**config.mk**
```make
export PLATFORM = sky130hd
export DESIGN_NAME = mac_unit
export DESIGN_NICKNAME = d
export VERILOG_FILES = /design/src/core/mac_pkg.sv /design/src/core/mac_unit.sv /design/src/core/mac_alu.sv
export SDC_FILE = /design/constraint.sdc
export NUM_CORES = 2
export LEC_CHECK = 0
export ABC_AREA = 0
export BUFFER_PORTS_ARGS = -buffer_cell sky130_fd_sc_hd__buf_4
export CORE_UTILIZATION = 35
export CTS_CLUSTER_SIZE = 24
export DETAILED_ROUTE_END_ITERATION = 12
export SETUP_SLACK_MARGIN = 0.5
export SYNTH_ARGS = -nofsm -noshare
export SYNTH_HDL_FRONTEND = slang
export SYNTH_SLANG_ARGS = --single-unit
```
**constraint.sdc**
```tcl
create_clock -name mclk -period 11.73 [get_ports mclk]
set_input_delay 1.173 -clock mclk [delete_from_list [all_inputs] [get_ports mclk]]
set_output_delay 1.173 -clock mclk [all_outputs]
set_load 0.02 [all_outputs]
```
**src/core/mac_pkg.sv**
```systemverilog
// shared constants and carriers for the multiply-accumulate unit
package mac_pkg;

  // register byte addresses
  localparam logic [15:0] OFS_OPA   = 16'h1be0;
  localparam logic [15:0] OFS_OPB   = 16'h1be4;
  localparam logic [15:0] OFS_ACC_L = 16'h1be8;
  localparam logic [15:0] OFS_ACC_H = 16'h1bec;
  localparam logic [15:0] OFS_CTRL  = 16'h1bfc;

  // control register field positions
  localparam int CTRL_OVF_BIT   = 7;
  localparam int CTRL_START_BIT = 6;
  localparam int CTRL_TRIG_MSB  = 5;
  localparam int CTRL_TRIG_LSB  = 3;
  localparam int CTRL_SIGN_BIT  = 2;
  localparam int CTRL_MODE_MSB  = 1;
  localparam int CTRL_MODE_LSB  = 0;

  // reset values
  localparam logic [7:0]  CTRL_RESET = 8'h00;
  localparam logic [31:0] DATA_RESET = 32'h0000_0000;

  // trigger select codes; any code with the top bit set is soft start
  localparam logic [2:0] TRIG_OPA   = 3'h0;
  localparam logic [2:0] TRIG_OPB   = 3'h1;
  localparam logic [2:0] TRIG_ACC_L = 3'h2;
  localparam logic [2:0] TRIG_ACC_H = 3'h3;

  // calculation modes
  typedef enum logic [1:0] {
    MODE_ADD  = 2'h0,
    MODE_SUB  = 2'h1,
    MODE_RSUB = 2'h2,
    MODE_RSVD = 2'h3
  } mac_mode_e;

  // cycles from start to the low and high result halves
  localparam int LOW_VALID_CYC  = 1;
  localparam int HIGH_VALID_CYC = 2;

  // classic wishbone request from the master
  typedef struct packed {
    logic        cyc;
    logic        stb;
    logic        we;
    logic [15:0] adr;
    logic [3:0]  sel;
    logic [31:0] dat;
  } mac_wb_req_s;

endpackage

```
**src/core/mac_unit.sv**
```systemverilog
// The register offsets and register access over Wishbone were chosen for this implementation.
`timescale 1ns/1ps
`default_nettype none
// How it works
// - trigger select picks which write, or the soft start, launches a calculation
// - a result outside the accumulator range sets the overflow flag
// - overflow flag stays set through later in-range results
// - reads keep the flag; software writes zero to clear it
// - unsigned: overflow above 2^64-1 or below zero
// - signed: overflow above 2^63-1 or below -2^63
// - control 0x08: unsigned accumulate, each operand B write with byte lane 0 starts one
// - control 0x25: signed acc-minus-product, a bit 5 write while already in soft mode starts it
// - new operand B multiplies with the held operand A onto last result
// - mode 00 add, 01 acc minus product, 10 product minus acc, 11 none
// - low half ready one clock after start, high half after two
module mac_unit
#(
  parameter int ADDR_W = 16
)
(
  input  wire logic                 mclk,
  input  wire logic                 rst,
  input  wire mac_pkg::mac_wb_req_s wb_req,
  output logic [31:0]               wb_dat_o,
  output logic                      wb_ack_o
);

  // the decode compares full 16-bit offsets
  if (ADDR_W != 16)
  begin : g_bad_addr
    $error("mac_unit: ADDR_W must be 16");
  end

  // byte-lane merge used by every writable data register
  function automatic logic [31:0] lane_merge(
    input logic [31:0] old_v,
    input logic [31:0] new_v,
    input logic [3:0]  sel
  );
    logic [31:0] r;
    r = old_v;
    for (int i = 0; i < 4; i++)
      if (sel[i])
        r[8*i +: 8] = new_v[8*i +: 8];
    return r;
  endfunction

  logic [31:0] opa_q;
  logic [31:0] opb_q;
  logic [31:0] acc_l_q;
  logic [31:0] acc_h_q;
  logic [5:0]  cfg_q;      // trigger, sign and mode bits
  logic        ovf_q;
  logic        ack_q;
  logic [31:0] dat_q;
  logic        calc_q;     // first cycle after a start
  logic        hi_pend_q;  // high half still to be written
  logic [31:0] hi_hold_q;
  logic        ovf_hold_q;

  logic        take;
  logic        wr;
  logic        wr_l0;
  logic        hit_opa;
  logic        hit_opb;
  logic        hit_acc_l;
  logic        hit_acc_h;
  logic        hit_ctrl;
  logic [2:0]  trig;
  logic [2:0]  trig_new;
  logic        soft_go;
  logic        start;
  logic        ovf_clr;
  logic        ovf_set;
  logic [5:0]  cfg_d;
  logic [31:0] ctrl_rd;
  logic [31:0] rd_mux;
  logic [63:0] alu_res;
  logic        alu_ovf;
  logic        alu_ok;

  // a request is taken in the cycle it is seen while no ack is out
  assign take      = wb_req.cyc && wb_req.stb && !ack_q;
  assign wr        = take && wb_req.we;
  assign wr_l0     = wr && wb_req.sel[0];
  assign hit_opa   = (wb_req.adr == mac_pkg::OFS_OPA);
  assign hit_opb   = (wb_req.adr == mac_pkg::OFS_OPB);
  assign hit_acc_l = (wb_req.adr == mac_pkg::OFS_ACC_L);
  assign hit_acc_h = (wb_req.adr == mac_pkg::OFS_ACC_H);
  assign hit_ctrl  = (wb_req.adr == mac_pkg::OFS_CTRL);

  // only the lowest byte lane launches, so partial writes can finish first
  assign trig     = cfg_q[mac_pkg::CTRL_TRIG_MSB:mac_pkg::CTRL_TRIG_LSB];
  assign trig_new = wb_req.dat[mac_pkg::CTRL_TRIG_MSB:mac_pkg::CTRL_TRIG_LSB];
  // soft start: bit 5 written with bit 6 set, or bit 5 rewritten while already in soft mode
  assign soft_go  = wr_l0 && hit_ctrl && trig_new[2]
                    && (wb_req.dat[mac_pkg::CTRL_START_BIT] || trig[2]);
  assign start    = soft_go
                    || (wr_l0 && hit_opa && trig == mac_pkg::TRIG_OPA)
                    || (wr_l0 && hit_opb && trig == mac_pkg::TRIG_OPB)
                    || (wr_l0 && hit_acc_l && trig == mac_pkg::TRIG_ACC_L)
                    || (wr_l0 && hit_acc_h
                        && trig == mac_pkg::TRIG_ACC_H);

  // control write keeps the new trigger, sign and mode fields
  assign cfg_d = (wr_l0 && hit_ctrl)
                 ? wb_req.dat[mac_pkg::CTRL_TRIG_MSB:mac_pkg::CTRL_MODE_LSB]
                 : cfg_q;

  // a zero written to the flag clears it; a one written is ignored
  assign ovf_clr = wr_l0 && hit_ctrl
                   && !wb_req.dat[mac_pkg::CTRL_OVF_BIT];
  assign ovf_set = hi_pend_q && ovf_hold_q;

  // start bit always reads zero; unused upper bits read zero
  assign ctrl_rd = {24'h0, ovf_q, 1'b0, cfg_q};
  assign rd_mux  = hit_opa   ? opa_q   :
                   hit_opb   ? opb_q   :
                   hit_acc_l ? acc_l_q :
                   hit_acc_h ? acc_h_q :
                   hit_ctrl  ? ctrl_rd : 32'h0;

  // operands are the held registers, so a lone operand B write reuses A
  mac_alu u_alu
  (
    .op_a    (opa_q),
    .op_b    (opb_q),
    .acc     ({acc_h_q, acc_l_q}),
    .sgn     (cfg_q[mac_pkg::CTRL_SIGN_BIT]),
    .mode    (mac_pkg::mac_mode_e'(cfg_q[1:0])),
    .result  (alu_res),
    .ovf     (alu_ovf),
    .mode_ok (alu_ok)
  );

  // bus answer: ack one clock after the request is seen, read data with it
  always_ff @(posedge mclk)
  begin
    if (rst)
    begin
      ack_q <= 1'b0;
      dat_q <= mac_pkg::DATA_RESET;
    end
    else
    begin
      ack_q <= take;
      dat_q <= take ? rd_mux : dat_q;
    end
  end

  // operand registers and control fields
  always_ff @(posedge mclk)
  begin
    if (rst)
    begin
      opa_q <= mac_pkg::DATA_RESET;
      opb_q <= mac_pkg::DATA_RESET;
      cfg_q <= mac_pkg::CTRL_RESET[5:0];
    end
    else
    begin
      opa_q <= (wr && hit_opa) ? lane_merge(opa_q, wb_req.dat, wb_req.sel)
                               : opa_q;
      opb_q <= (wr && hit_opb) ? lane_merge(opb_q, wb_req.dat, wb_req.sel)
                               : opb_q;
      cfg_q <= cfg_d;
    end
  end

  // calculation pipeline: low half first, high half one clock later
  always_ff @(posedge mclk)
  begin
    if (rst)
    begin
      calc_q     <= 1'b0;
      hi_pend_q  <= 1'b0;
      hi_hold_q  <= mac_pkg::DATA_RESET;
      ovf_hold_q <= 1'b0;
    end
    else
    begin
      calc_q     <= start;
      hi_pend_q  <= calc_q && alu_ok;
      hi_hold_q  <= alu_res[63:32];
      ovf_hold_q <= alu_ovf;
    end
  end

  // accumulator halves; the calculation wins over a bus write in one cycle
  always_ff @(posedge mclk)
  begin
    if (rst)
    begin
      acc_l_q <= mac_pkg::DATA_RESET;
      acc_h_q <= mac_pkg::DATA_RESET;
    end
    else
    begin
      if (calc_q && alu_ok)
        acc_l_q <= alu_res[31:0];
      else if (wr && hit_acc_l)
        acc_l_q <= lane_merge(acc_l_q, wb_req.dat, wb_req.sel);
      if (hi_pend_q)
        acc_h_q <= hi_hold_q;
      else if (wr && hit_acc_h)
        acc_h_q <= lane_merge(acc_h_q, wb_req.dat, wb_req.sel);
    end
  end

  // sticky overflow: a set in the clearing cycle wins over the clear
  always_ff @(posedge mclk)
  begin
    if (rst)
      ovf_q <= 1'b0;
    else
      ovf_q <= ovf_set || (ovf_q && !ovf_clr);
  end

  assign wb_dat_o = dat_q;
  assign wb_ack_o = ack_q;
endmodule // mac_unit
`default_nettype wire

```
**src/core/mac_alu.sv**
```systemverilog
`timescale 1ns/1ps
`default_nettype none
// one-step 32x32 multiply with 64-bit accumulate and range check
module mac_alu
(
  input  wire logic [31:0]       op_a,
  input  wire logic [31:0]       op_b,
  input  wire logic [63:0]       acc,
  input  wire logic              sgn,
  input  wire mac_pkg::mac_mode_e mode,
  output logic      [63:0]       result,
  output logic                   ovf,
  output logic                   mode_ok
);

  logic signed [32:0] a_x;
  logic signed [32:0] b_x;
  logic signed [65:0] prod;
  logic signed [65:0] acc_x;
  logic signed [65:0] sum;

  // widen by one sign or zero bit so both modes share one signed multiplier
  assign a_x   = {sgn & op_a[31], op_a};
  assign b_x   = {sgn & op_b[31], op_b};
  assign prod  = a_x * b_x;
  assign acc_x = {{2{sgn & acc[63]}}, acc};

  // operation select; reserved code produces no result
  always_comb
  begin
    unique case (mode)
      mac_pkg::MODE_ADD:  sum = acc_x + prod;
      mac_pkg::MODE_SUB:  sum = acc_x - prod;
      mac_pkg::MODE_RSUB: sum = prod - acc_x;
      mac_pkg::MODE_RSVD: sum = acc_x;
    endcase
  end

  // out of range: unsigned needs top two bits clear, signed needs top three bits equal
  assign ovf     = sgn ? !(sum[65:63] == 3'h0 || sum[65:63] == 3'h7)
                       : (sum[65:64] != 2'h0);
  assign result  = sum[63:0];
  assign mode_ok = (mode != mac_pkg::MODE_RSVD);

endmodule // mac_alu
`default_nettype wire

```
==> run summary <==
Outcome = finished clean
Library cells used by synthesis = 107
H-tree Lvls = 1
Cell area after synthesis = 57000 um2
Die X = 406 um
DR WL/cell = 20.8 um
Max Freq = 86.6 MHz
Post-Layout Cell Count = 9532
Hold Path Sink = acc_h_q[30]
Ys async rst share = 0
Pre-antenna DRT Iters = 8
Core area = 161000 um2
P per Cell Area = 25.1 nW/um2
Max-cap violations = 0
Reg-to-reg slack, setup = 0.18 ns
Worst setup SP type = flip-flop
GR peak layer = met2
Reg-to-reg startpoint = opb_q[5]
DR iter-0 viols = 4359
Vias per cell = 5.18
Worst Hold Depth = 2
# IOs = 90
Register bit total from synthesis = 203
CP max FO = 19
Slowest cell on crit path = fa_1
M1 GR Usage = 0.332
Clock-pin transition on the worst setup and hold timing paths = 0.06 ns
R2R Path End = ovf_hold_q
Hold Slack = 0.463 ns
HPWL after detailed placement = 165000 um
Cts bufs inserted = 28
Die area = 164000 um2
Root Buffer = clkbuf_16
Final setup violation count = 0
Total GRT Usage = 0.243
Syn_nets = 8382
Number of global-route vias before repair = 51.2k
# clock sinks = 203
Least-Margin Pin Slew = 1.30 ns
Largest net degree at the start of global routing = 79
EDFF count, synth = 0
Area grow syn2layout = 19.9%
Buffers on Ports = 89
Most used cell, CP = fa_1
Reg area = 4130 um2
GR Layer Usage met2 = 0.405
Post-Syn Area per Cell = 8.32 um2
Antenna violations before repair = 6
Drt total wl = 198000 um
Fin. max-slew vios = 0
Critical Path RT = 12.24 ns
Setup tns final = 0 ns
Cell count after synthesis = 6855
Layout cell share with drive strength beyond 1 = 0.176
YS warnings = 0
CTS max path bufs = 3
DR DRC count = 0
Total congestion overflow = 0
Slew HR = 0.125
Critical path class = flip-flop to flip-flop
Most used DFF post-synth = dfxtp_1
Critical Path End Type = flip-flop
Hold Vio Cnt, Final = 0
Total number of vias = 49.4k
CTS tree = done
RePlAce Congestion = 0.988
VDD IR max = 0.000103 V
P_leak = 31.6 nW
Row count = 147
Tcrit/Tclk final = 0.984
Placed Cells = 9410
Final nets = 8877
Clock latency at the later pin of the worst-skew pair = 0.61 ns
Area post-placement = 65000 um2
Filler Cell Count = 16.1k
Worst EP arrival = 12.06 ns
Minimum clock period after layout = 11.55 ns
Register area share after synthesis = 0.0713
Die H = 406 um
Worst Clk Skew = 0.0217 ns
Post-route ant nets = 0
Reg2Reg Depth = 54
CTS hold repair buffers = 0
Max incr delay on CP = 0.59 ns
Wire length of the first global-routing pass = 306000 um
Routing usage on met3 = 0.0212
Initial Util = 0.354
Hold/Removal Path Class = flip-flop to flip-flop
Multi-input logic area = 48300 um2
Min-delay src = hi_hold_q[30]
RSZ-0062 raised after global routing = true
Design Area, Final = 68400 um2
worst max-delay path: cells and delay by family, from the launching register on:
family,cells,cell delay [ns]
and+or+nand+nor,8,0.57
buffers and inverters,16,1.87
AOI/OAI and AO/OA,18,3.35
DFF,1,0.40
xor gates and xnor gates,1,0.13
adders and majority gates,11,5.06
repair_timing:
item                                    4_1_cts  5_1_grt
buffers inserted                             30       34
resized for setup                           227      184
cloned                                        2        4
endpoints found under the setup margin       11       11
pin swaps                                   120      143
flip-flops by register name, summed over array words and instances (netlist names), 6 cells and up:
signal / flops
opa_q: 32
opb_q: 32
acc_h_q: 32
acc_l_q: 32
wb_dat_o: 32
cfg_q: 6
hi_hold_q: 32
logic make-up after synthesis:
kind of cell,share of synthesized area
AND/OR/NAND/NOR,0.180
flip-flops,0.0713
multiplexers,0.00325
XOR/XNOR,0.0412
AO/OA/AOI/OAI,0.119
buffers and inverters,0.109
adder cells (fa/ha/maj),0.476
layout make-up:
cell class              count  area share
diodes                      1   0.0000366
well taps                2160      0.0395
clock buffers              38      0.0120
clock inverters            13     0.00231
repair buffers            887       0.112
flip-flops and latches    203      0.0604
inverters                1237      0.0679
multi-input cells        4993       0.706
power breakdown:
part | switching (mW) | internal [mW] | total, mW
clock network | 0.393 | 0.553 | 0.946
logic | 0.0603 | 0.0196 | 0.0799
registers | 0.000626 | 0.688 | 0.689
layer usage:
metal  routed length, um  up-vias
li1                    -    22300
met1               83900    25200
met2               93600     1626
met3               12300      303
met4                8220        2
met5                  19        -
through the flow:
stage,power (mW),setup slack (ns),util
floorplan,0.732,0.505,-
global placement,0.783,-0.330,0.403
detailed placement,0.783,-0.411,0.403
CTS,1.72,0.348,0.418
global route,1.75,-0.161,0.424
finish,1.71,0.185,0.424
Yosys cell counts, types with 11 or more instances:
cell type,count,share of area
inv_1,1237,0.081
fa_1,1148,0.40
nand2_1,1020,0.067
a21oi_1,414,0.036
clkbuf_1,407,0.027
and2_1,399,0.044
nor2_1,326,0.021
ha_1,322,0.071
dfxtp_1,203,0.071
o21ai_0,161,0.014
xnor2_1,161,0.025
xor2_1,99,0.015
nand3_1,90,0.0079
nor3_1,82,0.0072
a21o_1,73,0.0096
nand2b_1,62,0.0068
a211oi_1,49,0.0065
and3_1,45,0.0049
o21bai_1,32,0.0042
nand4_1,31,0.0034
o21a_1,31,0.0041
a222oi_1,30,0.0053
nor2b_1,26,0.0029
o31ai_1,25,0.0033
o211ai_1,22,0.0029
or2_2,19,0.0021
a31oi_1,18,0.0020
a221oi_1,15,0.0023
o221ai_1,15,0.0023
or3_1,15,0.0016
mux2i_1,14,0.0025
nor4_1,14,0.0015
o22ai_1,14,0.0015
a41oi_1,11,0.0017
worst max path at each step:
stage               from          to  slack (ns)
2_1_floorplan  opa_q[20]  ovf_hold_q        0.50
4_1_cts         opb_q[2]  ovf_hold_q        0.35
5_1_grt         opb_q[0]  ovf_hold_q       -0.16
6_report        opb_q[5]  ovf_hold_q        0.18
3_3_place_gp   opa_q[15]  ovf_hold_q       -0.33
3_5_place_dp   opa_q[15]  ovf_hold_q       -0.41
placed cells by master, fill, tap and decap left out, types with 31 or more instances in the layout:
| master | netlist | final |
|---|---|---|
| nand2_1 | 1020 | 1005 |
| buf_4 | 0 | 784 |
| and3_1 | 45 | 39 |
| dfxtp_1 | 203 | 167 |
| nor3_1 | 82 | 72 |
| inv_1 | 1237 | 1203 |
| nand4_1 | 31 | 31 |
| nand3_1 | 90 | 85 |
| buf_6 | 0 | 36 |
| buf_12 | 0 | 58 |
| fa_1 | 1148 | 1131 |
| clkbuf_16 | 0 | 33 |
| a21oi_1 | 414 | 376 |
| inv_2 | 0 | 34 |
| xnor2_1 | 161 | 155 |
| a211oi_1 | 49 | 41 |
| nor2_1 | 326 | 320 |
| ha_1 | 322 | 286 |
| xor2_1 | 99 | 96 |
| and2_1 | 399 | 388 |
| o21ai_0 | 161 | 132 |
| a21o_1 | 73 | 73 |
| ha_4 | 0 | 34 |
| nand2b_1 | 62 | 61 |
Power figures use the tool's default switching activity.
